File: config.mk
export PLATFORM = sky130hd
export DESIGN_NAME = ssx_exec
export DESIGN_NICKNAME = d
export VERILOG_FILES = /design/src/verilog/ssx_pkg.sv /design/src/verilog/ssx_exec.sv
export SDC_FILE = /design/constraint.sdc
export NUM_CORES = 1
export LEC_CHECK = 0
export BUFFER_PORTS_ARGS = -buffer_cell sky130_fd_sc_hd__buf_2
export CAP_MARGIN = 40
export CORE_UTILIZATION = 45
export DETAILED_ROUTE_END_ITERATION = 12
export PLACE_DENSITY = 0.61
export REMOVE_ABC_BUFFERS = 1
export SLEW_MARGIN = 30
export SYNTH_ARGS = -nofsm -noshare
export SYNTH_HDL_FRONTEND = slang
export SYNTH_SLANG_ARGS = --single-unit
export TNS_END_PERCENT = 5
File: constraint.sdc
create_clock -name mclk -period 5.6 [get_ports mclk]
set_input_delay 0.84 -clock mclk [delete_from_list [all_inputs] [get_ports mclk]]
set_output_delay 0.84 -clock mclk [all_outputs]
set_load 0.03 [all_outputs]
File: src/verilog/ssx_pkg.sv
// Package for the subtract, set-on-condition and halt execution block
package ssx_pkg;

	////////////////////////////////////////////////////////////////////////
	// Register byte offsets
	localparam logic [7:0] SSX_ADDR_CTRL = 8'h00;
	localparam logic [7:0] SSX_ADDR_OPCODE = 8'h04;
	localparam logic [7:0] SSX_ADDR_EXT = 8'h08;
	localparam logic [7:0] SSX_ADDR_SRC = 8'h0c;
	localparam logic [7:0] SSX_ADDR_DST = 8'h10;
	localparam logic [7:0] SSX_ADDR_STATUS = 8'h14;
	localparam logic [7:0] SSX_ADDR_RESULT = 8'h18;
	localparam logic [7:0] SSX_ADDR_INFO = 8'h1c;
	localparam logic [7:0] SSX_ADDR_PC = 8'h20;

	////////////////////////////////////////////////////////////////////////
	// Status word fields and reset values
	localparam int unsigned SSX_SR_C = 0;
	localparam int unsigned SSX_SR_V = 1;
	localparam int unsigned SSX_SR_Z = 2;
	localparam int unsigned SSX_SR_N = 3;
	localparam int unsigned SSX_SR_X = 4;
	localparam int unsigned SSX_SR_MASK_LO = 8;
	localparam int unsigned SSX_SR_S = 13;
	localparam int unsigned SSX_SR_T0 = 14;
	localparam int unsigned SSX_SR_T1 = 15;
	localparam logic [15:0] SSX_SR_RESET = 16'h2700;
	localparam logic [31:0] SSX_PC_RESET = 32'h0000_0000;
	localparam logic [31:0] SSX_PC_STEP_HALT = 32'h0000_0004;
	localparam int unsigned SSX_CTRL_START = 0;

	////////////////////////////////////////////////////////////////////////
	// Info register fields
	localparam int unsigned SSX_INFO_HALT = 0;
	localparam int unsigned SSX_INFO_EXC_LO = 1;
	localparam int unsigned SSX_INFO_MEM = 4;
	localparam int unsigned SSX_INFO_DST_LO = 5;
	localparam int unsigned SSX_INFO_SRC_LO = 8;
	localparam int unsigned SSX_INFO_EA_DST = 11;
	localparam int unsigned SSX_INFO_SIZE_LO = 12;
	localparam int unsigned SSX_INFO_BUSY = 14;

	////////////////////////////////////////////////////////////////////////
	// Opcodes, sizes, addressing modes
	localparam logic [15:0] SSX_OP_HALT = 16'h4e72;
	localparam logic [3:0] SSX_OP_SCC_TOP = 4'h5;
	localparam logic [3:0] SSX_OP_BCD_TOP = 4'h8;
	localparam logic [3:0] SSX_OP_SUB_TOP = 4'hd;
	localparam logic [4:0] SSX_OP_BCD_MID = 5'h10;
	localparam logic [1:0] SSX_SIZE_BYTE = 2'h0;
	localparam logic [1:0] SSX_SIZE_WORD = 2'h1;
	localparam logic [1:0] SSX_SIZE_LONG = 2'h2;
	localparam logic [2:0] SSX_MODE_DREG = 3'h0;
	localparam logic [2:0] SSX_MODE_AREG = 3'h1;
	localparam logic [2:0] SSX_MODE_EXT = 3'h7;
	localparam logic [2:0] SSX_EXT_ABS_LONG = 3'h1;
	localparam logic [2:0] SSX_EXT_IMM = 3'h4;

	////////////////////////////////////////////////////////////////////////
	// Condition codes
	localparam logic [3:0] SSX_CC_ALWAYS = 4'h0;
	localparam logic [3:0] SSX_CC_NEVER = 4'h1;
	localparam logic [3:0] SSX_CC_HIGHER = 4'h2;
	localparam logic [3:0] SSX_CC_LOWER_SAME = 4'h3;
	localparam logic [3:0] SSX_CC_NO_BORROW = 4'h4;
	localparam logic [3:0] SSX_CC_BORROW = 4'h5;
	localparam logic [3:0] SSX_CC_DIFFER = 4'h6;
	localparam logic [3:0] SSX_CC_SAME = 4'h7;
	localparam logic [3:0] SSX_CC_NO_SPILL = 4'h8;
	localparam logic [3:0] SSX_CC_SPILL = 4'h9;
	localparam logic [3:0] SSX_CC_NONNEG = 4'ha;
	localparam logic [3:0] SSX_CC_NEGATIVE = 4'hb;
	localparam logic [3:0] SSX_CC_SGE = 4'hc;
	localparam logic [3:0] SSX_CC_SLT = 4'hd;
	localparam logic [3:0] SSX_CC_SGT = 4'he;
	localparam logic [3:0] SSX_CC_SLE = 4'hf;
	localparam logic [3:0] SSX_BCD_FIX = 4'h6;

	////////////////////////////////////////////////////////////////////////
	// Types
	typedef enum logic [1:0] {SSX_IDLE, SSX_EXEC, SSX_HALT} ssx_state_t;
	typedef enum logic [2:0] {
		SSX_EXC_NONE, SSX_EXC_RESET, SSX_EXC_TRACE, SSX_EXC_IRQ, SSX_EXC_PRIV, SSX_EXC_ILLEGAL
	} ssx_exc_t;

	typedef struct packed {
		logic psel;
		logic penable;
		logic pwrite;
		logic [7:0] paddr;
		logic [31:0] pwdata;
	} ssx_apb_req_t;

	typedef struct packed {
		logic [31:0] prdata;
		logic pready;
		logic pslverr;
	} ssx_apb_rsp_t;

endpackage

File: src/verilog/ssx_exec.sv
// Execution unit for decimal subtract, set on condition, halt and binary subtract
// Notes on behaviour
// - Decimal byte subtract with sticky borrow
// - Mode bit picks registers or predecrement memory
// - Two fields name destination and source registers
// - Sticky borrow copies the borrow flag
// - Zero flag only cleared on nonzero
// - Borrow flag follows decimal borrow
// - Set byte writes all ones or zeros
// - Condition codes zero through seven
// - Condition codes eight through fifteen
// - Set byte target must be data alterable
// - Privileged halt loads status, advances counter
// - Halt ends on trace, interrupt, reset
// - Trace at halt start raises trace exception
// - Only higher-priority interrupt ends halt
// - Reset always starts reset exception
// - Binary subtract byte word or long
// - Opmode picks size and destination side
// - Binary subtract sets all flags
// - Memory destination must be memory alterable
// - Byte source not address register
`timescale 1ns/1ps
`default_nettype none

module ssx_exec
	import ssx_pkg::*;
(
	input wire logic mclk,
	input wire logic rst_n,
	input wire ssx_apb_req_t apb_req,
	output ssx_apb_rsp_t apb_rsp,
	input wire logic [2:0] irq_level,
	output logic core_halted,
	output ssx_exc_t exc_code
);

	////////////////////////////////////////////////////////////////////////
	// State
	typedef struct packed {
		ssx_state_t state;
		logic [15:0] sr;
		logic [15:0] opcode;
		logic [15:0] ext;
		logic [31:0] src;
		logic [31:0] dst;
		logic [31:0] pc;
		logic [31:0] result;
		ssx_exc_t exc;
		logic trace_pend;
		logic mem_mode;
		logic [2:0] dst_sel;
		logic [2:0] src_sel;
		logic ea_dst;
		logic [1:0] size;
		logic [31:0] prdata;
	} ssx_st_t;

	ssx_st_t st_reg;
	ssx_st_t st_next;

	////////////////////////////////////////////////////////////////////////
	// Datapath functions
	function automatic logic [8:0] bcd_sub(input logic [7:0] d, input logic [7:0] s,
		input logic x);
		logic [4:0] lo;
		logic [4:0] hi;
		logic lo_b;
		lo = {1'b0, d[3:0]} - {1'b0, s[3:0]} - {4'h0, x};
		lo_b = lo[4];
		if (lo_b) begin
			lo = lo - {1'b0, SSX_BCD_FIX};
		end
		hi = {1'b0, d[7:4]} - {1'b0, s[7:4]} - {4'h0, lo_b};
		if (hi[4]) begin
			hi = hi - {1'b0, SSX_BCD_FIX};
		end
		return {hi[4], hi[3:0], lo[3:0]};
	endfunction

	function automatic logic cond_true(input logic [3:0] cc, input logic [15:0] sr);
		logic c;
		logic v;
		logic z;
		logic n;
		c = sr[SSX_SR_C];
		v = sr[SSX_SR_V];
		z = sr[SSX_SR_Z];
		n = sr[SSX_SR_N];
		unique case (cc)
			SSX_CC_ALWAYS: return 1'b1;
			SSX_CC_NEVER: return 1'b0;
			SSX_CC_HIGHER: return ~c & ~z;
			SSX_CC_LOWER_SAME: return c | z;
			SSX_CC_NO_BORROW: return ~c;
			SSX_CC_BORROW: return c;
			SSX_CC_DIFFER: return ~z;
			SSX_CC_SAME: return z;
			SSX_CC_NO_SPILL: return ~v;
			SSX_CC_SPILL: return v;
			SSX_CC_NONNEG: return ~n;
			SSX_CC_NEGATIVE: return n;
			SSX_CC_SGE: return ~(n ^ v);
			SSX_CC_SLT: return n ^ v;
			SSX_CC_SGT: return ~(n ^ v) & ~z;
			SSX_CC_SLE: return (n ^ v) | z;
		endcase
	endfunction

	// Returns {borrow, overflow, negative, zero, result}
	function automatic logic [35:0] bin_sub(input logic [31:0] d, input logic [31:0] s,
		input logic [1:0] sz);
		logic [32:0] df;
		logic c;
		logic v;
		logic n;
		logic z;
		logic [31:0] r;
		df = 33'h0;
		c = 1'b0;
		v = 1'b0;
		n = 1'b0;
		z = 1'b0;
		r = d;
		if (sz == SSX_SIZE_BYTE) begin
			df = {25'h0, d[7:0]} - {25'h0, s[7:0]};
			r = {d[31:8], df[7:0]};
			c = df[8];
			n = df[7];
			v = (d[7] ^ s[7]) & (df[7] ^ d[7]);
			z = (df[7:0] == 8'h00);
		end else if (sz == SSX_SIZE_WORD) begin
			df = {17'h0, d[15:0]} - {17'h0, s[15:0]};
			r = {d[31:16], df[15:0]};
			c = df[16];
			n = df[15];
			v = (d[15] ^ s[15]) & (df[15] ^ d[15]);
			z = (df[15:0] == 16'h0000);
		end else begin
			df = {1'b0, d} - {1'b0, s};
			r = df[31:0];
			c = df[32];
			n = df[31];
			v = (d[31] ^ s[31]) & (df[31] ^ d[31]);
			z = (df[31:0] == 32'h0);
		end
		return {c, v, n, z, r};
	endfunction

	////////////////////////////////////////////////////////////////////////
	// Decode
	logic [2:0] ea_mode;
	logic [2:0] ea_reg;
	logic [2:0] opmode;
	logic is_bcd;
	logic is_scc;
	logic is_sub;
	logic is_halt;
	logic data_alt;
	logic mem_alt;
	logic sub_src_ok;
	logic [8:0] bcd_out;
	logic [35:0] sub_out;
	logic cond_hit;

	assign ea_mode = st_reg.opcode[5:3];
	assign ea_reg = st_reg.opcode[2:0];
	assign opmode = st_reg.opcode[8:6];
	assign is_bcd = (st_reg.opcode[15:12] == SSX_OP_BCD_TOP) &&
		(st_reg.opcode[8:4] == SSX_OP_BCD_MID);
	assign is_scc = (st_reg.opcode[15:12] == SSX_OP_SCC_TOP) &&
		(st_reg.opcode[7:6] == 2'h3);
	assign is_sub = (st_reg.opcode[15:12] == SSX_OP_SUB_TOP) &&
		(opmode[1:0] != 2'h3);
	assign is_halt = (st_reg.opcode == SSX_OP_HALT);
	assign mem_alt = (ea_mode != SSX_MODE_DREG) && (ea_mode != SSX_MODE_AREG) &&
		((ea_mode != SSX_MODE_EXT) || (ea_reg <= SSX_EXT_ABS_LONG));
	assign data_alt = mem_alt || (ea_mode == SSX_MODE_DREG);
	assign sub_src_ok = !((opmode[1:0] == SSX_SIZE_BYTE) && (ea_mode == SSX_MODE_AREG)) &&
		((ea_mode != SSX_MODE_EXT) || (ea_reg <= SSX_EXT_IMM));
	assign bcd_out = bcd_sub(st_reg.dst[7:0], st_reg.src[7:0], st_reg.sr[SSX_SR_X]);
	assign sub_out = bin_sub(st_reg.dst, st_reg.src, opmode[1:0]);
	assign cond_hit = cond_true(st_reg.opcode[11:8], st_reg.sr);

	////////////////////////////////////////////////////////////////////////
	// Operand fields and accepted forms
	logic [2:0] dst_reg_field;
	logic [2:0] src_reg_field;
	logic operand_mode_select;
	logic scc_ok;
	logic sub_ok;
	logic [7:0] scc_byte;
	logic sub_borrow;
	logic sub_spill;
	logic sub_neg;
	logic sub_zero;
	logic [31:0] sub_res;

	assign dst_reg_field = st_reg.opcode[11:9];
	assign src_reg_field = st_reg.opcode[2:0];
	assign operand_mode_select = st_reg.opcode[3];
	assign scc_ok = is_scc && data_alt;
	assign sub_ok = is_sub && (opmode[2] ? mem_alt : sub_src_ok);
	assign scc_byte = {8{cond_hit}};
	assign {sub_borrow, sub_spill, sub_neg, sub_zero, sub_res} = sub_out;

	////////////////////////////////////////////////////////////////////////
	// Halt control
	logic irq_wake;
	logic trace_on;
	logic [31:0] pc_after_halt;

	assign irq_wake = irq_level > st_reg.sr[SSX_SR_MASK_LO +: 3];
	assign trace_on = st_reg.sr[SSX_SR_T0] & ~st_reg.sr[SSX_SR_T1];
	assign pc_after_halt = st_reg.pc + SSX_PC_STEP_HALT;

	////////////////////////////////////////////////////////////////////////
	// Register read mux
	logic [31:0] rd_data;
	logic addr_ok;

	always_comb begin
		rd_data = 32'h0;
		addr_ok = 1'b1;
		unique case (apb_req.paddr)
			SSX_ADDR_CTRL: rd_data = 32'h0;
			SSX_ADDR_OPCODE: rd_data = {16'h0, st_reg.opcode};
			SSX_ADDR_EXT: rd_data = {16'h0, st_reg.ext};
			SSX_ADDR_SRC: rd_data = st_reg.src;
			SSX_ADDR_DST: rd_data = st_reg.dst;
			SSX_ADDR_STATUS: rd_data = {16'h0, st_reg.sr};
			SSX_ADDR_RESULT: rd_data = st_reg.result;
			SSX_ADDR_PC: rd_data = st_reg.pc;
			SSX_ADDR_INFO: begin
				rd_data[SSX_INFO_HALT] = (st_reg.state == SSX_HALT);
				rd_data[SSX_INFO_EXC_LO +: 3] = st_reg.exc;
				rd_data[SSX_INFO_MEM] = st_reg.mem_mode;
				rd_data[SSX_INFO_DST_LO +: 3] = st_reg.dst_sel;
				rd_data[SSX_INFO_SRC_LO +: 3] = st_reg.src_sel;
				rd_data[SSX_INFO_EA_DST] = st_reg.ea_dst;
				rd_data[SSX_INFO_SIZE_LO +: 2] = st_reg.size;
				rd_data[SSX_INFO_BUSY] = (st_reg.state == SSX_EXEC);
			end
			default: addr_ok = 1'b0;
		endcase
	end

	////////////////////////////////////////////////////////////////////////
	// Next state
	logic setup_cyc;
	logic acc_cyc;
	logic wr_en;
	logic start_ok;

	assign setup_cyc = apb_req.psel && !apb_req.penable;
	assign acc_cyc = apb_req.psel && apb_req.penable;
	assign wr_en = acc_cyc && apb_req.pwrite;
	assign start_ok = apb_req.pwdata[SSX_CTRL_START] && (st_reg.state == SSX_IDLE);

	always_comb begin
		st_next = st_reg;
		if (setup_cyc) begin
			st_next.prdata = rd_data;
		end
		if (wr_en) begin
			unique case (apb_req.paddr)
				SSX_ADDR_CTRL: begin
					if (start_ok) begin
						st_next.state = SSX_EXEC;
						st_next.exc = SSX_EXC_NONE;
					end
				end
				SSX_ADDR_OPCODE: st_next.opcode = apb_req.pwdata[15:0];
				SSX_ADDR_EXT: st_next.ext = apb_req.pwdata[15:0];
				SSX_ADDR_SRC: st_next.src = apb_req.pwdata;
				SSX_ADDR_DST: st_next.dst = apb_req.pwdata;
				SSX_ADDR_STATUS: st_next.sr = apb_req.pwdata[15:0];
				SSX_ADDR_PC: st_next.pc = apb_req.pwdata;
				default: begin
				end
			endcase
		end
		unique case (st_reg.state)
			SSX_IDLE: begin
			end
			SSX_EXEC: begin
				st_next.state = SSX_IDLE;
				st_next.mem_mode = 1'b0;
				st_next.ea_dst = 1'b0;
				st_next.size = SSX_SIZE_BYTE;
				if (is_bcd) begin
					st_next.result = {st_reg.dst[31:8], bcd_out[7:0]};
					st_next.mem_mode = operand_mode_select;
					st_next.ea_dst = operand_mode_select;
					st_next.dst_sel = dst_reg_field;
					st_next.src_sel = src_reg_field;
					st_next.sr[SSX_SR_C] = bcd_out[8];
					st_next.sr[SSX_SR_X] = bcd_out[8];
					if (bcd_out[7:0] != 8'h00) begin
						st_next.sr[SSX_SR_Z] = 1'b0;
					end
				end else if (scc_ok) begin
					st_next.result = {st_reg.dst[31:8], scc_byte};
					st_next.dst_sel = ea_reg;
					st_next.src_sel = ea_mode;
					st_next.ea_dst = (ea_mode != SSX_MODE_DREG);
				end else if (sub_ok) begin
					st_next.result = sub_res;
					st_next.size = opmode[1:0];
					st_next.ea_dst = opmode[2];
					st_next.dst_sel = dst_reg_field;
					st_next.src_sel = ea_reg;
					st_next.sr[SSX_SR_C] = sub_borrow;
					st_next.sr[SSX_SR_X] = sub_borrow;
					st_next.sr[SSX_SR_V] = sub_spill;
					st_next.sr[SSX_SR_N] = sub_neg;
					st_next.sr[SSX_SR_Z] = sub_zero;
				end else if (is_halt) begin
					if (st_reg.sr[SSX_SR_S]) begin
						st_next.sr = st_reg.ext;
						st_next.pc = pc_after_halt;
						st_next.trace_pend = trace_on;
						st_next.state = SSX_HALT;
					end else begin
						st_next.exc = SSX_EXC_PRIV;
					end
				end else begin
					st_next.exc = SSX_EXC_ILLEGAL;
				end
			end
			SSX_HALT: begin
				if (st_reg.trace_pend) begin
					st_next.exc = SSX_EXC_TRACE;
					st_next.trace_pend = 1'b0;
					st_next.state = SSX_IDLE;
				end else if (irq_wake) begin
					st_next.exc = SSX_EXC_IRQ;
					st_next.state = SSX_IDLE;
				end
			end
		endcase
	end

	////////////////////////////////////////////////////////////////////////
	// State register
	always_ff @(posedge mclk) begin
		if (!rst_n) begin
			st_reg <= '0;
			st_reg.state <= SSX_IDLE;
			st_reg.exc <= SSX_EXC_RESET;
			st_reg.sr <= SSX_SR_RESET;
			st_reg.pc <= SSX_PC_RESET;
		end else begin
			st_reg <= st_next;
		end
	end

	////////////////////////////////////////////////////////////////////////
	// Outputs
	always_comb begin
		apb_rsp = '0;
		apb_rsp.prdata = st_reg.prdata;
		apb_rsp.pready = 1'b1;
		apb_rsp.pslverr = acc_cyc && !addr_ok;
	end
	assign core_halted = (st_reg.state == SSX_HALT);
	assign exc_code = st_reg.exc;

endmodule

`default_nettype wire

Word level (Yosys, flattened, before mapping):

Cells that the tools add are included.

* flip-flop bits (word level): 224
* output and inout bits: 38

* eq/ne operators: 41
* bitwise operators: 21
* order comparisons: 3
* muxes and demuxes: 70
* add/subtract/negate cells: 10
* reductions and logical operators: 39

Operators by type and width (number)
* 32-bit 2-to-1 mux: 13
* 146-bit 2-to-1 mux: 1
* 15-bit one-hot mux with 8 select lines: 1
* 17-bit one-hot mux with 7 select lines: 1
* 16-bit 2-to-1 mux: 4
* 64-bit 2-to-1 mux: 1
* 18-bit 2-to-1 mux: 3
* 4-bit == test (second input constant): 10
* 32-bit by 32-bit subtractor with 33-bit output: 1
* 32-bit by 3-bit adder with 32-bit output (second input constant): 1
* 8-bit by 5-bit == test with 1-bit output (second input constant): 4
* 32-bit logical NOT: 1
* 13-bit 2-to-1 mux: 2
* 3-bit 2-to-1 mux: 7
* 4-bit by 3-bit == test with 1-bit output (second input constant): 5
* 1-bit 2-to-1 mux: 19
* 16-bit by 16-bit subtractor with 17-bit output: 1
* 16-bit by 15-bit == test with 1-bit output (second input constant): 1
* 8-bit by 4-bit == test with 1-bit output (second input constant): 2
* 16-bit logical NOT: 1
* 8-bit logical NOT: 2
* 4-bit 2-to-1 mux: 4
* 1-bit one-hot mux with 16 select lines: 1
* 1-bit logical AND: 14
* 40 further kinds: 84

Depth between registers and ports, before layout:

* word-level depth: 11
* depth in mapped cells: 20
* depth with buffers taken out: 20

Worst setup path after synthesis:

Ideal clock, no wire load.

* kind: register to register
* from: register st_reg[142] (netlist name)
* to: register st_reg[208] (netlist name)
* library setup time: 0.084 ns
* clock period less this slack: 3.970 ns
* stages on the path, launching flop included: 21
* setup slack: 1.630 ns
* path buffers: 0
* data arrival time: 3.885 ns
* cell sequence: dfxtp_1 -> inv_1 -> fa_1 -> fa_1 -> or2b_1 -> a21oi_1 -> xnor2_1 -> inv_1 -> fa_1 -> inv_1 -> fa_1 -> nand2b_1 -> a21oi_1 -> xor2_1 -> or2_2 -> o21ai_0 -> nand4b_1 -> a41o_1 -> o21ai_0 -> a21oi_1 -> o31ai_2

* longest elaborated chain between the ends: 9
* elaborated cells between the ends (all ways): 21

RTL lines
* start, declared: RTL line ssx_exec.sv:59 `ssx_st_t st_reg;`
* start signal, assigned: RTL line ssx_exec.sv:354 `st_reg <= st_next;`
* 4-bit by 4-bit subtractor with 5-bit output: RTL line ssx_exec.sv:69 `lo = {1'b0, d[3:0]} - {1'b0, s[3:0]} - {4'h0, x};`
* 5-bit by 1-bit subtractor with 5-bit output: RTL line ssx_exec.sv:69
* 5-bit by 1-bit subtractor with 5-bit output: RTL line ssx_exec.sv:74 `hi = {1'b0, d[7:4]} - {1'b0, s[7:4]} - {4'h0, lo_b};`
* 5-bit by 3-bit subtractor with 5-bit output: RTL line ssx_exec.sv:76 `hi = hi - {1'b0, SSX_BCD_FIX};`
* 5-bit 2-to-1 mux: RTL line ssx_exec.sv:75 `if (hi[4]) begin`
* 8-bit nonzero test: RTL line ssx_exec.sv:299 `if (bcd_out[7:0] != 8'h00) begin`
* 1-bit 2-to-1 mux: RTL line ssx_exec.sv:299
* 1-bit 2-to-1 mux (*): RTL line ssx_exec.sv:291 `if (is_bcd) begin`
* 16-bit 2-to-1 mux (*): RTL line ssx_exec.sv:283 `unique case (st_reg.state)`

Every way passes the cells marked *; elsewhere a longest branch is shown, timed or not.
A chain may end at the register's enable or synchronous reset.

Final worst setup path:

Ends and elaborated chain as after synthesis.

==> impl_metrics.csv <==
group,metric,value,unit
outcome,outcome,"finished, final reports clean",
routing,detailroute.wirelength.met2,21.9,mm
cts,cts_inserted_buffers,26,
final_layout,largest_register_ff_count,177,
timing,final_period_minus_worst_setup_slack,4.46,ns
pwr,net-switching-power,0.000852,W
floorplanning,chipHeight,177,um
routing,drt_pass1_iterations,5,
floorplanning,row_count,63,
routing,route.layer.met1.wl,22.4,mm
place,hpwlAfterDp,37.2,mm
routing,vias_per_cell,6.36,
run,count_of_maximum_capacitance_violations,0,
cts,clk-insertion-delay-late,0.56,ns
pwr,netSwitchingFraction,23.5,%
final_layout,post_route_cells_drive_above_1_share,11.9,%
grt,grt_antenna_before_repair,0,
grt,grt_pass1_vias,12700,
timing,rsz0062_at_grt,"false",
place,place.gp.congestion,0.963,
floorplanning,die_width,177,um
routing,met3_length,5.78,mm
synth,synth_async_sr_flop_share,0,%
cts,tritoncts_clock_tree,"done",
cts,post_cts_hold_buffer_count,0,
worst_setup_path,critical_path_arrival,4.92,ns
synth,syn-cell-area,13700,um^2
cts,worst_setup_hold_path_clk_slew,0.06,ns
final_layout,num-nets-final,1903,
floorplanning,io-pin-count,86,
place,port-buffer-count,84,
synth,ys_ff_latch,224,
timing,timing.final.max_slew_violations,0,
routing,drcViolationCount,0,
routing,routed.top_layer,"met4",
synth,ys_dominant_reg_cell,"dfxtp_1",
synth,synth_cell_type_count,87,
final_layout,stdcell_count,2209,
final_layout,n_antenna_cell,0,
grt,grt_pass1_wl,78.1,mm
timing,clock_skew,0.0238,ns
hold_path,worst_hold_path_type,"register to register",
pwr,share_seq_of_total_power,44.2,%
final_layout,layout_common_cells,"nand2_1, dfxtp_1, a21oi_1, nor2_1, o21ai_0",
final_layout,final_common_cell,"nand2_1",
place,placed_cells_incl_taps,2160,
synth,synthDominantCellAreaShare,32.7,%
worst_setup_path,worstSetupEndpointType,"register",
timing,timing.final.setup_violations,0,
pwr,vdd.ir_drop.worst,0.000206,V
cts,cts_repair_resize_count,0,
timing,transition_time_of_the_tightest_slew_check_pin,0.906,ns
floorplanning,initial_core_util,46.0,%
synth,post_synth_inst_count,1812,
grt,global_route.overflow_total,0,
synth,synth_top_cells_by_area,"dfxtp_1, nand2_1, a21oi_1, ha_1, nor2_1",
routing,wire_per_inst,23.5,um
cts,cts-root-buf,"clkbuf_16",
pwr,fin_total_pwr,0.00363,W
synth,synth_area_leader_cell,"dfxtp_1",
routing,postRouteAntennaNets,0,
grt,grt_start_max_net_pins,75,
timing,finalHoldViolations,0,
routing,dr_total_vias,14000,
timing,final_min_period_over_clock_period,79.6,%
synth,ys.warnings.count,0,
synth,synth_seq_area_share,32.7,%
worst_setup_path,worstPathRequired,6.06,ns
timing,final_sum_of_negative_setup_slack,0,ns
pwr,power.leakage,5.73,nW
worst_setup_path,cp-start-kind,"register",
worst_setup_path,worst-setup-path-type,"register to register",
cts,cts_buffer_depth,3,
timing,slew-limit-headroom,38.0,%
cts,cts.sinks,224,
timing,finalHoldWorstSlack,0.453,ns
routing,wirelength,51.8,mm
worst_setup_path,critical_path_peak_fanout,5,
cts,post-cts-setup-buffers,0,
pwr,power.share.combinational,4.7,%
final_layout,fillers,2942,
floorplanning,core_area,29800,um^2
synth,count_of_flip_flops_with_a_built_in_enable_after_synthesis,0,
pwr,cellInternalPower,0.00278,W
final_layout,syn2layout_area_growth,10.6,%
pwr,power_density,239,nW/um^2
floorplanning,floorplan.die_area,31200,um^2
timing,max_freq,224,MHz
routing,drt_iter0_markers,1667,
cts,h_tree_levels,1,
pwr,power.clock.fraction,51.1,%
synth,avgSynthCellArea,7.56,um^2
grt,globalRouteTotalUtil,32.8,%
## logic make-up (layout without fill, tap and decap cells)
family / count (synthesis) / in the layout / synth area share (%)
and+or+nand+nor: 629 / 629 / 20.4
AOI/OAI and AO/OA: 584 / 584 / 28.1
buffers and inverters: 240 / 247 / 7.93
DFF: 224 / 224 / 32.7
adders and majority gates: 55 / 55 / 5.29
xor gates and xnor gates: 43 / 43 / 2.75
muxes: 36 / 36 / 2.78
other: 1 / 1 / 0.0274
## power groups by stage
stage / logic, W / registers, W / clock network, W
final: 0.000171 / 0.00161 / 0.00185
after global routing: 0.000180 / 0.00161 / 0.00193
after CTS: 0.000168 / 0.00161 / 0.00187
after detailed placement: 0.000167 / 0.00164 / 0
after global placement: 0.000164 / 0.00164 / 0
after floorplan: 0.0000589 / 0.00165 / 0
## area by class of cell
cell class / count / area [um^2] / share of cell area (%)
Multi-Input combinational cell: 1348 / 8160 / 53.8
Sequential cell: 224 / 4480 / 29.6
Clock buffer: 42 / 811 / 5.35
Timing Repair Buffer: 127 / 807 / 5.32
Tap cell: 390 / 488 / 3.22
Inverter: 73 / 279 / 1.84
Clock inverter: 5 / 128 / 0.842
## metal layers
metal | track usage (%) | vias to the layer above
met5 | 0 | -
met4 | 11.4 | 0
met3 | 6.76 | 95
met2 | 47.9 | 778
met1 | 47.3 | 6755
li1 | - | 6415
## cells in the mapped netlist, types with 30 or more instances
| library cell | instances |
|---|---|
| o21ai_0 | 99 |
| inv_1 | 71 |
| buf_4 | 39 |
| a21oi_1 | 212 |
| nand2_1 | 316 |
| nor2_1 | 133 |
| a22oi_1 | 49 |
| xnor2_1 | 30 |
| ha_1 | 50 |
| clkbuf_1 | 114 |
| nor3_1 | 33 |
| a221o_1 | 33 |
| dfxtp_1 | 224 |
## per-stage QoR
| step | setup slack (ns) | area [um^2] | utilization (%) |
|---|---|---|---|
| finish | 1.14 | 15200 | 50.9 |
| global placement | 1.32 | 14100 | 47.2 |
| floorplan | 0.982 | 12900 | - |
| CTS | 1.21 | 15100 | 50.8 |
| global route | 0.922 | 15200 | 50.9 |
| detailed placement | 1.24 | 14200 | 47.6 |
## path summary, 6_finish.rpt
check | startpoint | end | slack (ns) | depth (start not counted)
max | st_reg[142] | st_reg[208] | 1.14 | 20
min | st_reg[35] | st_reg[35] | 0.45 | 2
max reg2reg | st_reg[142] | st_reg[208] | 1.14 | 20
min reg2reg | st_reg[35] | st_reg[35] | 0.45 | 2
## worst max-delay path, stage by stage, from the launching register on
cell and delay [ns]:
dfxtp_1 0.38, inv_1 0.07, fa_1 0.44, fa_1 0.42, or2b_1 0.24, a21oi_1 0.17, xnor2_1 0.25, inv_1 0.10
fa_1 0.37, inv_1 0.10, fa_1 0.24, nand2b_1 0.12, a21oi_1 0.08, xor2_1 0.19, or2_2 0.31, o21ai_0 0.16
nand4b_1 0.16, a41o_1 0.27, o21ai_0 0.09, a21oi_1 0.11, o31ai_2 0.08
Power figures use the tool's default switching activity.
